--- src/debc_pkg.sv ---
// shared constants and types for the external bus control block
package debc_pkg;
  localparam logic [15:0] DEBC_RESET_VECTOR = 16'hff80;
  localparam logic [15:0] DEBC_ROM_BASE     = 16'hc000; // top 16k words of program space
  localparam logic [2:0]  DEBC_WS_MIN_READY = 3'h2;     // ready is watched from two waits up
  localparam logic [2:0]  DEBC_WS_NONE      = 3'h0;
  localparam int          DEBC_WS_W         = 3;
  localparam int          DEBC_ADDR_W       = 16;

  typedef enum logic [1:0] {
    DEBC_SP_DATA,
    DEBC_SP_PROG,
    DEBC_SP_IO
  } debc_space_t;

  typedef enum logic [1:0] {
    DEBC_FLAG_NOP,
    DEBC_FLAG_SET,
    DEBC_FLAG_CLR,
    DEBC_FLAG_LOAD
  } debc_flag_op_t;
endpackage : debc_pkg

--- src/debc_pin_if.sv ---
// pin-level value and enable group passed from the sequencer to the pad stage
`timescale 1ns/1ps
interface debc_pin_if;
  logic ds_n;
  logic ps_n;
  logic is_n;
  logic memory_strobe_n_n;
  logic io_strobe_n_n;
  logic rw;
  logic grant_n;
  logic msc_n;
  logic iaq_n;
  logic flag;
  logic hold_float;
  logic off_n;
  modport src (output ds_n, ps_n, is_n, memory_strobe_n_n, io_strobe_n_n, rw, grant_n, msc_n, iaq_n,
               flag, hold_float, off_n);
  modport dst (input ds_n, ps_n, is_n, memory_strobe_n_n, io_strobe_n_n, rw, grant_n, msc_n, iaq_n,
               flag, hold_float, off_n);
endinterface : debc_pin_if

--- src/debc_pad_stage.sv ---
// registered pin drive values and output enables for the control pins
`timescale 1ns/1ps
module debc_pad_stage (
  input  wire logic mclk_i,
  input  wire logic sys_rst_i,
  input  wire logic clk_en_i,
  debc_pin_if.dst   pin,
  output logic [9:0] val_o,
  output logic [9:0] oe_o
);
  // bit order: ds ps is memory_strobe_n io_strobe_n rw grant msc iaq flag
  always_ff @(posedge mclk_i or posedge sys_rst_i) begin
    if (sys_rst_i) begin
      val_o <= 10'h3ff;
      oe_o  <= 10'h000;
    end else if (clk_en_i) begin
      val_o <= {pin.ds_n, pin.ps_n, pin.is_n, pin.memory_strobe_n_n, pin.io_strobe_n_n, pin.rw,
                pin.grant_n, pin.msc_n, pin.iaq_n, pin.flag};
      if (!pin.off_n) begin
        oe_o <= 10'h000;
      end else if (pin.hold_float) begin
        oe_o <= 10'h00f;
      end else begin
        oe_o <= 10'h3ff;
      end
    end
  end
endmodule : debc_pad_stage

--- src/debc_bus_ctrl.sv ---
// external bus control: selects, strobes, waits, hold handover and pin functions
// How it works
// - reset halts; first fetch at reset vector
// - rom select low maps rom at top
// - strap caught at reset; mode bit overrides
// - branch input low; sampled decode or read
// - flag latched: set, clear, load st1
// - one space select low during access
// - memory strobe low for data/program access
// - io strobe low for io access
// - direction high, low only on writes
// - ready low adds cycle, two+ waits
// - ready sampled after software waits
// - hold request floats lines once granted
// - grant low only while floated
// - hold floats selects, strobes, direction
// - msc low from first wait until last wait starts
// - msc looped to ready adds no wait
// - fetch indicator low with instruction address
// - output-off low tri-states control outputs
`timescale 1ns/1ps
module debc_bus_ctrl
  import debc_pkg::*;
(
  input  wire logic                   mclk_i,
  input  wire logic                   sys_rst_i,
  input  wire logic                   clk_en_i,
  input  wire logic                   chip_reset_n_i,
  input  wire logic                   rom_map_select_i,
  input  wire logic                   processor_mode_reg_mode_wr_i,
  input  wire logic                   processor_mode_reg_mode_i,
  input  wire logic                   req_valid_i,
  input  wire debc_space_t            req_space_i,
  input  wire logic                   req_write_i,
  input  wire logic                   req_fetch_i,
  input  wire logic [DEBC_ADDR_W-1:0] req_addr_i,
  input  wire logic [DEBC_WS_W-1:0]   wait_states_i,
  input  wire logic                   ready_i,
  input  wire logic                   hold_req_n_i,
  input  wire logic                   output_off_n_i,
  input  wire logic                   branch_condition_in_i,
  input  wire logic                   cond_decode_i,
  input  wire logic                   cond_read_i,
  input  wire logic                   conditional_execute_instr_i,
  input  wire debc_flag_op_t          flag_op_i,
  input  wire logic                   flag_load_val_i,
  output logic                        req_ready_o,
  output logic                        access_done_o,
  output logic                        rom_hit_o,
  output logic                        rom_mapped_o,
  output logic [DEBC_ADDR_W-1:0]      fetch_addr_o,
  output logic                        cond_true_o,
  output logic                        running_o,
  output logic [9:0]                  pin_val_o,
  output logic [9:0]                  pin_oe_o
);
  typedef enum logic [2:0] {
    DEBC_ST_RESET,
    DEBC_ST_IDLE,
    DEBC_ST_WAIT,
    DEBC_ST_READY,
    DEBC_ST_LAST,
    DEBC_ST_HOLD
  } debc_state_t;

  debc_state_t                state_q;
  debc_space_t                space_q;
  logic                       write_q;
  logic                       fetch_q;
  logic [DEBC_WS_W-1:0]       ws_q;
  logic [DEBC_WS_W-1:0]       ws_cnt_q;
  logic                       rom_mode_q;
  logic                       rst_seen_q;
  logic                       flag_q;
  logic                       msc_n_q;
  debc_pin_if                 pin ();

  function automatic logic is_rom_addr(input logic [DEBC_ADDR_W-1:0] a);
    is_rom_addr = (a >= DEBC_ROM_BASE);
  endfunction : is_rom_addr

  wire logic in_access = (state_q == DEBC_ST_WAIT) || (state_q == DEBC_ST_READY) ||
                         (state_q == DEBC_ST_LAST);
  wire logic ready_check = (ws_q >= DEBC_WS_MIN_READY);

  // bus sequencer
  always_ff @(posedge mclk_i or posedge sys_rst_i) begin
    if (sys_rst_i) begin
      state_q       <= DEBC_ST_RESET;
      space_q       <= DEBC_SP_DATA;
      write_q       <= 1'b0;
      fetch_q       <= 1'b0;
      ws_q          <= DEBC_WS_NONE;
      ws_cnt_q      <= DEBC_WS_NONE;
      access_done_o <= 1'b0;
    end else if (clk_en_i) begin
      access_done_o <= 1'b0;
      if (!chip_reset_n_i) begin
        state_q <= DEBC_ST_RESET;
      end else begin
        unique case (state_q)
          DEBC_ST_RESET: state_q <= DEBC_ST_IDLE;
          DEBC_ST_IDLE: begin
            if (!hold_req_n_i) begin
              state_q <= DEBC_ST_HOLD;
            end else if (req_valid_i) begin
              space_q  <= req_space_i;
              write_q  <= req_write_i;
              fetch_q  <= req_fetch_i;
              ws_q     <= wait_states_i;
              ws_cnt_q <= wait_states_i;
              state_q  <= (wait_states_i == DEBC_WS_NONE) ? DEBC_ST_LAST : DEBC_ST_WAIT;
            end
          end
          DEBC_ST_WAIT: begin
            // ready is ignored until the software count runs out
            if (ws_cnt_q == 3'h1) begin
              state_q <= ready_check ? DEBC_ST_READY : DEBC_ST_LAST;
            end
            ws_cnt_q <= ws_cnt_q - 3'h1;
          end
          DEBC_ST_READY: begin
            // msc is already high here, so a looped msc adds no extra wait
            if (ready_i) begin
              state_q <= DEBC_ST_LAST;
            end
          end
          DEBC_ST_LAST: begin
            access_done_o <= 1'b1;
            state_q       <= DEBC_ST_IDLE;
          end
          DEBC_ST_HOLD: begin
            if (hold_req_n_i) begin
              state_q <= DEBC_ST_IDLE;
            end
          end
          // two of the eight codes are unused; fall back to a clean restart
          default: state_q <= DEBC_ST_RESET;
        endcase
      end
    end
  end

  // msc low from first wait until start of last wait
  always_ff @(posedge mclk_i or posedge sys_rst_i) begin
    if (sys_rst_i) begin
      msc_n_q <= 1'b1;
    end else if (clk_en_i) begin
      if (state_q == DEBC_ST_IDLE && req_valid_i && hold_req_n_i && chip_reset_n_i &&
          wait_states_i >= DEBC_WS_MIN_READY) begin
        msc_n_q <= 1'b0;
      end else if (state_q == DEBC_ST_WAIT && ws_cnt_q == 3'h2) begin
        msc_n_q <= 1'b1;
      end else if (!in_access || !chip_reset_n_i) begin
        // a chip reset cutting an access must not leave msc low without a strobe
        msc_n_q <= 1'b1;
      end
    end
  end

  // rom mapping strap caught while reset is held, mode bit may override
  always_ff @(posedge mclk_i or posedge sys_rst_i) begin
    if (sys_rst_i) begin
      rom_mode_q <= 1'b0;
      rst_seen_q <= 1'b0;
    end else if (clk_en_i) begin
      rst_seen_q <= !chip_reset_n_i;
      if (!chip_reset_n_i) begin
        rom_mode_q <= !rom_map_select_i;
      end else if (processor_mode_reg_mode_wr_i) begin
        rom_mode_q <= !processor_mode_reg_mode_i;
      end
    end
  end

  // software flag
  always_ff @(posedge mclk_i or posedge sys_rst_i) begin
    if (sys_rst_i) begin
      flag_q <= 1'b1;
    end else if (clk_en_i) begin
      if (!chip_reset_n_i) begin
        flag_q <= 1'b1;
      end else begin
        unique case (flag_op_i)
          DEBC_FLAG_NOP:  flag_q <= flag_q;
          DEBC_FLAG_SET:  flag_q <= 1'b1;
          DEBC_FLAG_CLR:  flag_q <= 1'b0;
          DEBC_FLAG_LOAD: flag_q <= flag_load_val_i;
        endcase
      end
    end
  end

  // branch condition, sampled in the pipeline phase the instruction uses
  always_ff @(posedge mclk_i or posedge sys_rst_i) begin
    if (sys_rst_i) begin
      cond_true_o <= 1'b0;
    end else if (clk_en_i) begin
      if (conditional_execute_instr_i ? cond_decode_i : cond_read_i) begin
        cond_true_o <= !branch_condition_in_i;
      end
    end
  end

  // status and reset vector outputs
  always_ff @(posedge mclk_i or posedge sys_rst_i) begin
    if (sys_rst_i) begin
      req_ready_o  <= 1'b0;
      rom_hit_o    <= 1'b0;
      rom_mapped_o <= 1'b0;
      fetch_addr_o <= DEBC_RESET_VECTOR;
      running_o    <= 1'b0;
    end else if (clk_en_i) begin
      req_ready_o  <= (state_q == DEBC_ST_IDLE) && hold_req_n_i && chip_reset_n_i;
      rom_mapped_o <= rom_mode_q;
      rom_hit_o    <= rom_mode_q && req_valid_i && req_space_i == DEBC_SP_PROG &&
                      is_rom_addr(req_addr_i);
      running_o    <= chip_reset_n_i && !rst_seen_q;
      if (!chip_reset_n_i) begin
        fetch_addr_o <= DEBC_RESET_VECTOR;
      end
    end
  end

  // pin values; only the current space goes low
  always_comb begin
    pin.ds_n       = !(in_access && space_q == DEBC_SP_DATA);
    pin.ps_n       = !(in_access && space_q == DEBC_SP_PROG);
    pin.is_n       = !(in_access && space_q == DEBC_SP_IO);
    pin.memory_strobe_n_n    = !(in_access && space_q != DEBC_SP_IO);
    pin.io_strobe_n_n   = !(in_access && space_q == DEBC_SP_IO);
    pin.rw         = !(in_access && write_q);
    pin.grant_n    = !(state_q == DEBC_ST_HOLD);
    pin.msc_n      = msc_n_q;
    pin.iaq_n      = !(in_access && fetch_q && space_q == DEBC_SP_PROG);
    pin.flag       = flag_q;
    pin.hold_float = (state_q == DEBC_ST_HOLD);
    pin.off_n      = output_off_n_i;
  end

  debc_pad_stage u_pad (
    .mclk_i    (mclk_i),
    .sys_rst_i (sys_rst_i),
    .clk_en_i  (clk_en_i),
    .pin       (pin.dst),
    .val_o     (pin_val_o),
    .oe_o      (pin_oe_o)
  );
endmodule : debc_bus_ctrl

--- config.mk ---
export PLATFORM = sky130hd
export DESIGN_NAME = debc_bus_ctrl
export DESIGN_NICKNAME = d
export VERILOG_FILES = /design/src/debc_pkg.sv /design/src/debc_pin_if.sv /design/src/debc_pad_stage.sv /design/src/debc_bus_ctrl.sv
export SDC_FILE = /design/constraint.sdc
export NUM_CORES = 1
export LEC_CHECK = 0
export BUFFER_PORTS_ARGS = -buffer_cell sky130_fd_sc_hd__buf_2
export CORE_MARGIN = 4
export CORE_UTILIZATION = 51
export CTS_CLUSTER_DIAMETER = 100
export DETAILED_ROUTE_END_ITERATION = 16
export GPL_TIMING_DRIVEN = 0
export MAX_ROUTING_LAYER = met4
export PLACE_DENSITY_LB_ADDON = 0.25
export SKIP_LAST_GASP = 1
export SLEW_MARGIN = 15
export SYNTH_ARGS = -nofsm -noshare
export SYNTH_HDL_FRONTEND = slang
export SYNTH_HIERARCHICAL = 1
export SYNTH_SLANG_ARGS = --single-unit
--- constraint.sdc ---
create_clock -name mclk_i -period 3 [get_ports mclk_i]
set_input_delay 0.45 -clock mclk_i [delete_from_list [all_inputs] [get_ports mclk_i]]
set_output_delay 0.45 -clock mclk_i [all_outputs]
set_load 0.01 [all_outputs]
# After elaboration in Yosys (flattened, before gate mapping)
# Cells that the tools add are included.
[classes]
n_eq_ne = 22
order_cmp = 3
add_sub_neg = 1
reduce_logical = 48
mux = 24
[op_table]
columns = ["operator", "n"]
rows = [
  ["3-bit two-way mux", 10],
  ["10-bit two-way mux", 2],
  ["1-bit logical AND", 18],
  ["16-bit >= comparator (second input constant)", 1],
  ["3-bit one-hot mux with 5 select lines", 1],
  ["5-bit AND reduction", 3],
  ["1-bit zero test", 13],
  ["3-bit by 2-bit equality test with 1-bit output (second input constant)", 3],
  ["1-bit two-way mux", 9],
  ["2-bit inequality test (second input constant)", 4],
  ["2-bit AND reduction", 4],
  ["2-bit by 1-bit equality test with 1-bit output (second input constant)", 3],
  ["2-bit equality test (second input constant)", 3],
  ["3-bit by 1-bit equality test with 1-bit output (second input constant)", 2],
  ["3-bit equality test (second input constant)", 2],
  ["3-bit by 2-bit >= comparator with 1-bit output (second input constant)", 2],
  ["3-bit zero test", 2],
  ["3-bit inequality test (second input constant)", 2],
  ["3-bit one-hot mux with 2 select lines", 1],
  ["2-bit zero test", 2],
  ["4-bit inequality test (second input constant)", 1],
  ["1-bit logical OR", 3],
  ["3-bit by 2-bit inequality test with 1-bit output (second input constant)", 1],
  ["1-bit one-hot mux with 3 select lines", 1],
  ["other kinds (5)", 5],
]
[word_totals]
reg_bits = 43
input_bits = 41
output_inout_bits = 42

# Depth between registers and ports, before layout
# Gate-level depths: netlist (run 1).
[depth]
ltp_word = 8
ltp_mapped = 6

# Cells and area by module
# Netlist (run 1), hierarchy kept.
[by_module_without_submodules]
columns = ["mod", "instances", "area_per_inst_um2", "cells_each", "seq_area_each_um2"]
rows = [
  ["debc_bus_ctrl", 1, 1396.3, 153, 553.0],
  ["debc_pad_stage", 1, 555.5, 37, 312.8],
]

# Worst setup path after synthesis (run 1)
# No wires, ideal clock.
[synth_path]
path_type = "reg-to-reg"
from = "register state_q[1]"
to = "register ws_cnt_q[1]"
t_required_ns = 2.874
setup_time_ns = 0.126
period_less_slack_ns = 1.460
path_stages_with_launch = 5
t_arrival_ns = 1.334
setup_slack_ns = 1.540
path_buffers = 0
cell_sequence = "dfrtp_1 -> nand4bb_4 -> nor2_2 -> nor2_1 -> a221o_1"
[synth_via]
elab_chain_cells = 3
word_cells_on_any_way = 7
[synth_rtl]
columns = ["item", "line_no", "rtl"]
rows = [
  ["from (decl)", "debc_bus_ctrl.sv:66", "debc_state_t state_q;"],
  ["from (signal assigned)", "debc_bus_ctrl.sv:112", "state_q <= (wait_states_i == DEBC_WS_NONE) ? DEBC_ST_LAST : DEBC_ST_WAIT;"],
  ["from (signal assigned)", "debc_bus_ctrl.sv:118", "state_q <= ready_check ? DEBC_ST_READY : DEBC_ST_LAST;"],
  ["3-bit by 1-bit equality test with 1-bit output or 3-bit by 2-bit equality test with 1-bit output (tied branches)", "debc_bus_ctrl.sv:101", "unique case (state_q)"],
  ["2-bit inequality test (no source line) or 2-bit nonzero test (tied branches)", "n/a", ""],
  ["5-bit AND reduction (no source line)", "n/a", ""],
  ["to (signal assigned)", "debc_bus_ctrl.sv:111", "ws_cnt_q <= wait_states_i;"],
  ["to (signal assigned)", "debc_bus_ctrl.sv:120", "ws_cnt_q <= ws_cnt_q - 3'h1;"],
  ["to (decl)", "debc_bus_ctrl.sv:71", "logic [DEBC_WS_W-1:0] ws_cnt_q;"],
]
# Parallel ways exist; a longest one is shown, timed or not.
# A chain may end at the register's enable or synchronous reset.

# Final worst setup path (run 1)
# Same ends and word-level chain as after synthesis.

==> results of run 1 <==
## cell families (layout without fill, tap and decap cells)
group	count (synthesis)	in the layout	synth area share, %
flops	34	34	44.4
fa+ha+maj	3	3	1.92
compound gates	37	37	13.3
simple gates	59	59	16.5
other cells	2	16	0.385
mux	12	12	8.20
buf+inv	43	103	15.3
## area by class of cell
cell class | count | area, µm²
well taps | 48 | 60.1
flip-flops and latches | 34 | 866
fillers | 329 | 1280
clock buffers | 6 | 72.6
inverters | 12 | 45.0
multi-input cells | 127 | 840
repair buffers | 52 | 260
plain buffers | 31 | 254
clock inverters | 2 | 10.0
## worst register-to-register path, cell delays in order, from the launching register on
cell	delay (ns)
dfrtp_1	0.47
nand4bb_4	0.31
nor2_2	0.36
nor2_1	0.10
a221o_1	0.31
## sequential cells by signal, summed over array words and instances (netlist names)
register / count
flag_q: 1
fetch_q: 1
space_q: 2
rom_mapped_o: 1
cond_true_o: 1
req_ready_o: 1
ws_cnt_q: 3
state_q: 3
rom_hit_o: 1
write_q: 1
running_o: 1
access_done_o: 1
u_pad/val_o: 10
u_pad/oe_o: 2
rom_mode_q: 1
msc_n_q: 1
ws_q: 2
rst_seen_q: 1
## per-stage QoR
| stage | power, mW | worst slack, ns | instance area (µm²) |
|---|---|---|---|
| floorplan | 0.854 | 1.54 | 2000 |
| global placement | 0.951 | 1.23 | 2320 |
| detailed placement | 0.965 | 1.22 | 2320 |
| CTS | 1.29 | 1.33 | 2410 |
| global route | 1.36 | 1.21 | 2410 |
| finish | 1.27 | 1.34 | 2410 |
## cell usage after synthesis (4+ instances only)
cell type / number
nand2_1: 28
buf_4: 24
dfrtp_1: 22
o21ai_0: 13
dfstp_2: 12
inv_1: 12
mux2_4: 7
nor2_1: 6
buf_6: 5
mux2_2: 4
nand3_1: 4
o2bb2ai_1: 4
## path summary, 6_finish.rpt
check | start | depth (start not counted) | slack, ns | end
min in group mclk_i | branch_condition_in_i | 2 | 0.35 | cond_true_o$_DFFE_PP0P_
max in group asynchronous | sys_rst_i | 2 | 2.16 | fetch_q$_DFFE_PP0P_
worst min-delay path | sys_rst_i | 2 | 0.16 | u_pad/oe_o[8]$_DFFE_PP0P_
worst max register to register | state_q[1]$_DFFE_PP0P_ | 4 | 1.34 | ws_cnt_q[1]$_DFFE_PP0P_
worst max-delay path | state_q[1]$_DFFE_PP0P_ | 4 | 1.34 | ws_cnt_q[1]$_DFFE_PP0P_
worst min register to register | rst_seen_q$_DFFE_PP0P_ | 1 | 0.45 | running_o$_DFFE_PP0P_
## power breakdown
part	internal, mW	switching, mW
combinational	0.172	0.172
clock	0.161	0.157
sequential	0.550	0.0621
## layer usage
metal	vias up	global-route usage [%]	share of wire, %
met1	707	22.8	44
met3	4	4.75	7.4
met5	-	-	0
met4	0	3.83	0.66
li1	754	-	-
met2	63	29.6	48
==> flow_metrics.py, run 1 <==
metrics = {
    "outcome": {
        "status": "complete, no violations",
    },
    "sta": {
        "rsz0062_at_grt": "no",
        "slew_viol_final": 0,
        "period_minus_slack_ns": 1.66,
        "worstMarginPinSlew_ns": 0.812,
        "tns_ns": 0,
        "clock.fmax_mhz": 601,
        "worst_hold_slack_ns": 0.157,
        "setup_viol": 0,
        "finalHoldViolations": 0,
        "fin_skew_ns": 0.00599,
        "min_period_over_period_pct": 55.5,
        "slew_headroom_pct": 45.8,
    },
    "pwr": {
        "p_leak_nw": 1.20,
        "p_per_area_mw_per_mm2": 529,
        "max-vdd-ir-drop_mv": 0.272,
    },
    "setup_path": {
        "crit_slowest_cell": "dfrtp_1",
        "critPathBufInv": 0,
        "cp.arrival_ns": 1.82,
        "cp.required_ns": 3.16,
        "crit_chain": "nand4bb_4 -> nor2_2 -> nor2_1 -> a221o_1",
        "cp_top_family": "simple AND/OR/NAND/NOR gates",
        "worstSetupEndpointType": "register",
        "crit_type": "register to register",
        "max_stage_delay_ns": 0.47,
        "start_kind": "register",
        "critPathMaxFanout": 10,
    },
    "run": {
        "drv_cap": 0,
    },
    "layout": {
        "final_common_cell": "buf_2",
        "final_cell_mix": "buf_2 (52), nand2_1 (28), buf_4 (24)",
        "drive_gt1_share_pct": 45.5,
        "instances_no_fill": 312,
        "area_growth_pct": 23.3,
        "finish.utilization_pct": 65.3,
        "nets": 307,
        "antenna_cells": 0,
    },
    "routing": {
        "routedWlPerCell_um": 13.1,
        "detail-route-antenna-nets": 0,
        "drc": 0,
        "finalWirelength_um": 4100,
        "vias": 1528,
        "drt_iter0_drc": 46,
        "viasPerCell": 4.90,
        "first_pass_iters": 4,
    },
    "cts": {
        "cts.repair.resized": 0,
        "htree_levels": 2,
        "postCtsHoldBufs": 0,
        "cts_buffer_depth": 2,
        "post_cts_buffers": 0,
        "ctsRootBufferMaster": "clkbuf_8",
        "numCtsBuffers": 5,
        "clk_latency_ns": 0.28,
        "cts_tree": "yes",
        "cts.sinks": 34,
        "clkTransAtPathRegs_ns": 0.07,
    },
    "synthesis": {
        "synth_area_leader_cell": "dfrtp_1",
        "synthCells": 190,
        "ys.flop_type": "dfrtp_1",
        "async_reset_ff_share_pct": 100,
        "synth_warnings": 6,
        "synth_edf_count": 0,
        "synth_top_area_share_pct": 28.2,
        "ys_top_cells_by_area": "dfrtp_1 (28%), dfstp_2 (16%), buf_4 (9.2%)",
        "synthDistinctLibCells": 46,
        "synth_area_mm2": 0.00195,
        "synth-seq-area-share_pct": 44.4,
        "synth_seq_cells": 34,
        "synth_area_per_cell_um2": 10.3,
    },
    "global_routing": {
        "grt_max_degree": 23,
        "grt_pass1_vias": 1510,
        "grt_pass1_wl_um": 7040,
        "gr-total-overflow": 0,
        "antenna_found_initial": 0,
        "track_usage_pct": 18.1,
    },
    "floorplanning": {
        "dieArea_mm2": 0.00488,
        "initial_utilization_pct": 52.9,
        "dieWidth_um": 69.9,
        "top_level_ports": 83,
        "core_region_area_mm2": 0.00369,
        "row_count": 22,
        "die_h_um": 69.9,
    },
    "placement": {
        "gp_congestion": 0.885,
        "hpwl_um": 3230,
        "placed_cells": 304,
        "port_buffers": 52,
    },
    "min_path": {
        "hold_class": "input pin to asynchronous set/reset pin",
    },
}
Note: power is estimated with default switching activity, not from simulation.
==> run 2, diff against run 1 <==
--- a/config.mk
+++ b/config.mk
@@ -7,7 +7,7 @@
 export LEC_CHECK = 0
 export BUFFER_PORTS_ARGS = -buffer_cell sky130_fd_sc_hd__buf_2
 export CORE_MARGIN = 4
-export CORE_UTILIZATION = 51
+export CORE_UTILIZATION = 43
 export CTS_CLUSTER_DIAMETER = 100
 export DETAILED_ROUTE_END_ITERATION = 16
 export GPL_TIMING_DRIVEN = 0
==> constraint.sdc (replaced) <==
create_clock -name mclk_i -period 1.37 [get_ports mclk_i]
set_input_delay 0.2055 -clock mclk_i [delete_from_list [all_inputs] [get_ports mclk_i]]
set_output_delay 0.2055 -clock mclk_i [all_outputs]
set_load 0.01 [all_outputs]
==> run 2 against run 1 <==
Effect of this change: the run now ends with negative setup slack left; combinational power rose to 3.0 times the previous value; global-route usage down 1.3 points; hold slack worse by 0.054 ns; final area up 15%; utilization down 2.3 points; maximum frequency up 13%; cell count up 8.3%; clock power rose to 2.9 times the previous value; via count up 8.0%; sequential power up 130%; register-to-register slack worse by 1.4 ns; critical path type unchanged; critical endpoint is now ws_cnt_q[2]$_DFFE_PP0P_.
==> flow_metrics.py, run 2 (synthesis results as in run 1) <==
metrics = {
    "outcome": {
        "status": "finished, violations left",
        "violations": "negative setup slack",
    },
    "cts": {
        "cts_buffer_depth": 2,
        "clkTransAtPathRegs_ns": 0.07,
        "cts.sinks": 34,
        "ctsRootBufferMaster": "clkbuf_8",
        "htree_levels": 2,
        "numCtsBuffers": 5,
        "clk_latency_ns": 0.29,
        "cts_tree": "yes",
    },
    "sta": {
        "clock.fmax_mhz": 680,
        "period_minus_slack_ns": 1.47,
        "setup_slack_ns": -0.101,
        "min_period_over_period_pct": 107,
        "fin_skew_ns": 0.0112,
        "setup_viol": 12,
        "worstMarginPinSlew_ns": 0.507,
        "finalHoldViolations": 0,
        "slew_viol_final": 0,
        "worst_hold_slack_ns": 0.104,
        "rsz0062_at_grt": "yes",
        "slew_headroom_pct": 66.2,
    },
    "pwr": {
        "seqPwrFrac_pct": 41.7,
        "p_int_mw": 2.31,
        "p_comb_share_pct": 30.9,
        "swShare_pct": 30.6,
        "p_total_mw": 3.33,
        "p_leak_nw": 1.35,
        "max-vdd-ir-drop_mv": 0.711,
        "p_per_area_mw_per_mm2": 1210,
        "p_sw_mw": 1.02,
        "clock_power_share_pct": 27.4,
    },
    "setup_path": {
        "crit_slowest_cell": "dfrtp_2",
        "max_stage_delay_ns": 0.44,
        "cp_top_family": "flip-flops",
        "cp_common_cell": "buf_6",
        "critPathBufInv": 2,
        "cp.arrival_ns": 1.69,
        "worstSetupEndpointType": "register",
        "crit_chain": "buf_6 -> nand4bb_4 -> or2_1 -> buf_6 -> a21oi_2 -> o221a_1",
        "start_kind": "register",
        "critPathMaxFanout": 7,
        "crit_type": "register to register",
        "cp.required_ns": 1.59,
    },
    "placement": {
        "hpwl_um": 3150,
        "gp_congestion": 0.811,
        "placed_cells": 308,
        "port_buffers": 52,
        "dpl_cell_area_mm2": 0.00234,
    },
    "layout": {
        "area_growth_pct": 41.3,
        "seqCellArea_um2": 868,
        "antenna_cells": 0,
        "instances_no_fill": 338,
        "largest_reg_flops": 10,
        "nets": 329,
        "regMostFlops": "u_pad/val_o",
        "reg.largest.list": "u_pad/val_o (10), state_q (3), ws_cnt_q (3)",
        "multiInputGateArea_um2": 943,
        "final_cell_mix": "buf_2 (52), buf_4 (40), nand2_1 (22)",
        "stdcell_area_mm2": 0.00276,
        "final_common_cell": "buf_2",
        "drive_gt1_share_pct": 55.6,
        "fill_cells": 350,
    },
    "routing": {
        "first_pass_iters": 4,
        "drt_iter0_drc": 119,
        "viasPerCell": 4.88,
        "drc": 0,
        "finalWirelength_um": 4890,
        "routedWlPerCell_um": 14.5,
        "vias": 1651,
        "detail-route-antenna-nets": 0,
    },
    "floorplanning": {
        "dieWidth_um": 75.4,
        "dieArea_mm2": 0.00568,
        "row_count": 24,
        "die_h_um": 75.4,
        "core_region_area_mm2": 0.00438,
        "top_level_ports": 83,
        "initial_utilization_pct": 44.5,
    },
    "global_routing": {
        "gr-total-overflow": 0,
        "track_usage_pct": 16.8,
        "antenna_found_initial": 0,
        "grt_pass1_vias": 1498,
        "grt_max_degree": 23,
        "grt_pass1_wl_um": 6850,
    },
    "min_path": {
        "hold_class": "input pin to register",
    },
    "run": {
        "drv_cap": 0,
    },
}
run 2: cell count changes in the layout (fill, tap and decap cells not counted), moves of 2 or more:
cell | previous run | this run
nand2_1 | 28 | 22
inv_1 | 12 | 10
clkinv_2 | 2 | 0
nor2_1 | 6 | 4
buf_4 | 24 | 40
o21ai_1 | 0 | 3
dfrtp_2 | 0 | 2
nand2_2 | 0 | 4
buf_6 | 5 | 7
nor2_4 | 0 | 2
o21ai_0 | 13 | 9
nand2_4 | 0 | 2
dfrtp_1 | 22 | 20
run 2: worst reg2reg max path: stages, from the launching register on:
cell	delay, ns
dfrtp_2	0.44
buf_6	0.13
nand4bb_4	0.13
or2_1	0.27
buf_6	0.15
a21oi_2	0.11
o221a_1	0.18
run 2: power by group through the flow:
stage          Sequential, mW  Combinational [mW]  Clock (mW)
3_3_place_gp             1.35               0.742           0
2_1_floorplan            1.35               0.519           0
3_5_place_dp             1.35               0.755           0
4_1_cts                  1.34               0.859       0.926
6_report                 1.39                1.03       0.911
5_1_grt                  1.41                1.13       0.983
run 2: path summary, 6_finish.rpt:
path                       depth (start not counted)                    from  slack, ns                         end
hold / removal                                     3             req_write_i       0.10         write_q$_DFFE_PP0P_
hold reg to reg                                    1  rst_seen_q$_DFFE_PP0P_       0.46       running_o$_DFFE_PP0P_
setup reg to reg                                   6  state_q[0]$_DFFE_PP0P_      -0.10     ws_cnt_q[2]$_DFFE_PP0P_
setup / recovery                                   6  state_q[0]$_DFFE_PP0P_      -0.10     ws_cnt_q[2]$_DFFE_PP0P_
min in group asynchronous                          3               sys_rst_i       0.50   u_pad/oe_o[8]$_DFFE_PP0P_
max in group asynchronous                          3               sys_rst_i       0.52  u_pad/val_o[4]$_DFFE_PP1P_
run 2: through the flow:
stage | setup WS [ns] | TNS [ns] | util, %
after floorplan | -0.0638 | -0.141 | -
after global placement | -0.172 | -1.07 | 53.3
after detailed placement | -0.183 | -1.27 | 53.3
after CTS | -0.115 | -0.853 | 57.4
after global routing | -0.142 | -1.25 | 62.9
final | -0.101 | -0.647 | 62.9
run 2: final cells by class:
cell class	count	area share (%)
Buffer	29	8.53
Clock buffer	7	2.77
Clock inverter	1	1.09
Inverter	12	1.77
Multi-Input combinational cell	127	34.2
Sequential cell	34	31.5
Tap cell	52	2.36
Timing Repair Buffer	76	17.8
run 2: per-layer routing:
metal	track usage (%)	vias to the layer above	wire, µm
met5	-	-	0
met4	6.41	0	78
li1	-	801	-
met1	21.0	787	2040
met3	4.49	6	350
met2	26.2	57	2420
run 2: what timing repair did:
action                                  in CTS  in global routing
resized for setup                           10                 26
endpoints found under the hold margin        2                  0
cloned                                       0                  1
hold buffers                                 1                  0
endpoints found under the setup margin      18                 21
setup buffers                                8                 14
pin swaps                                   11                 18
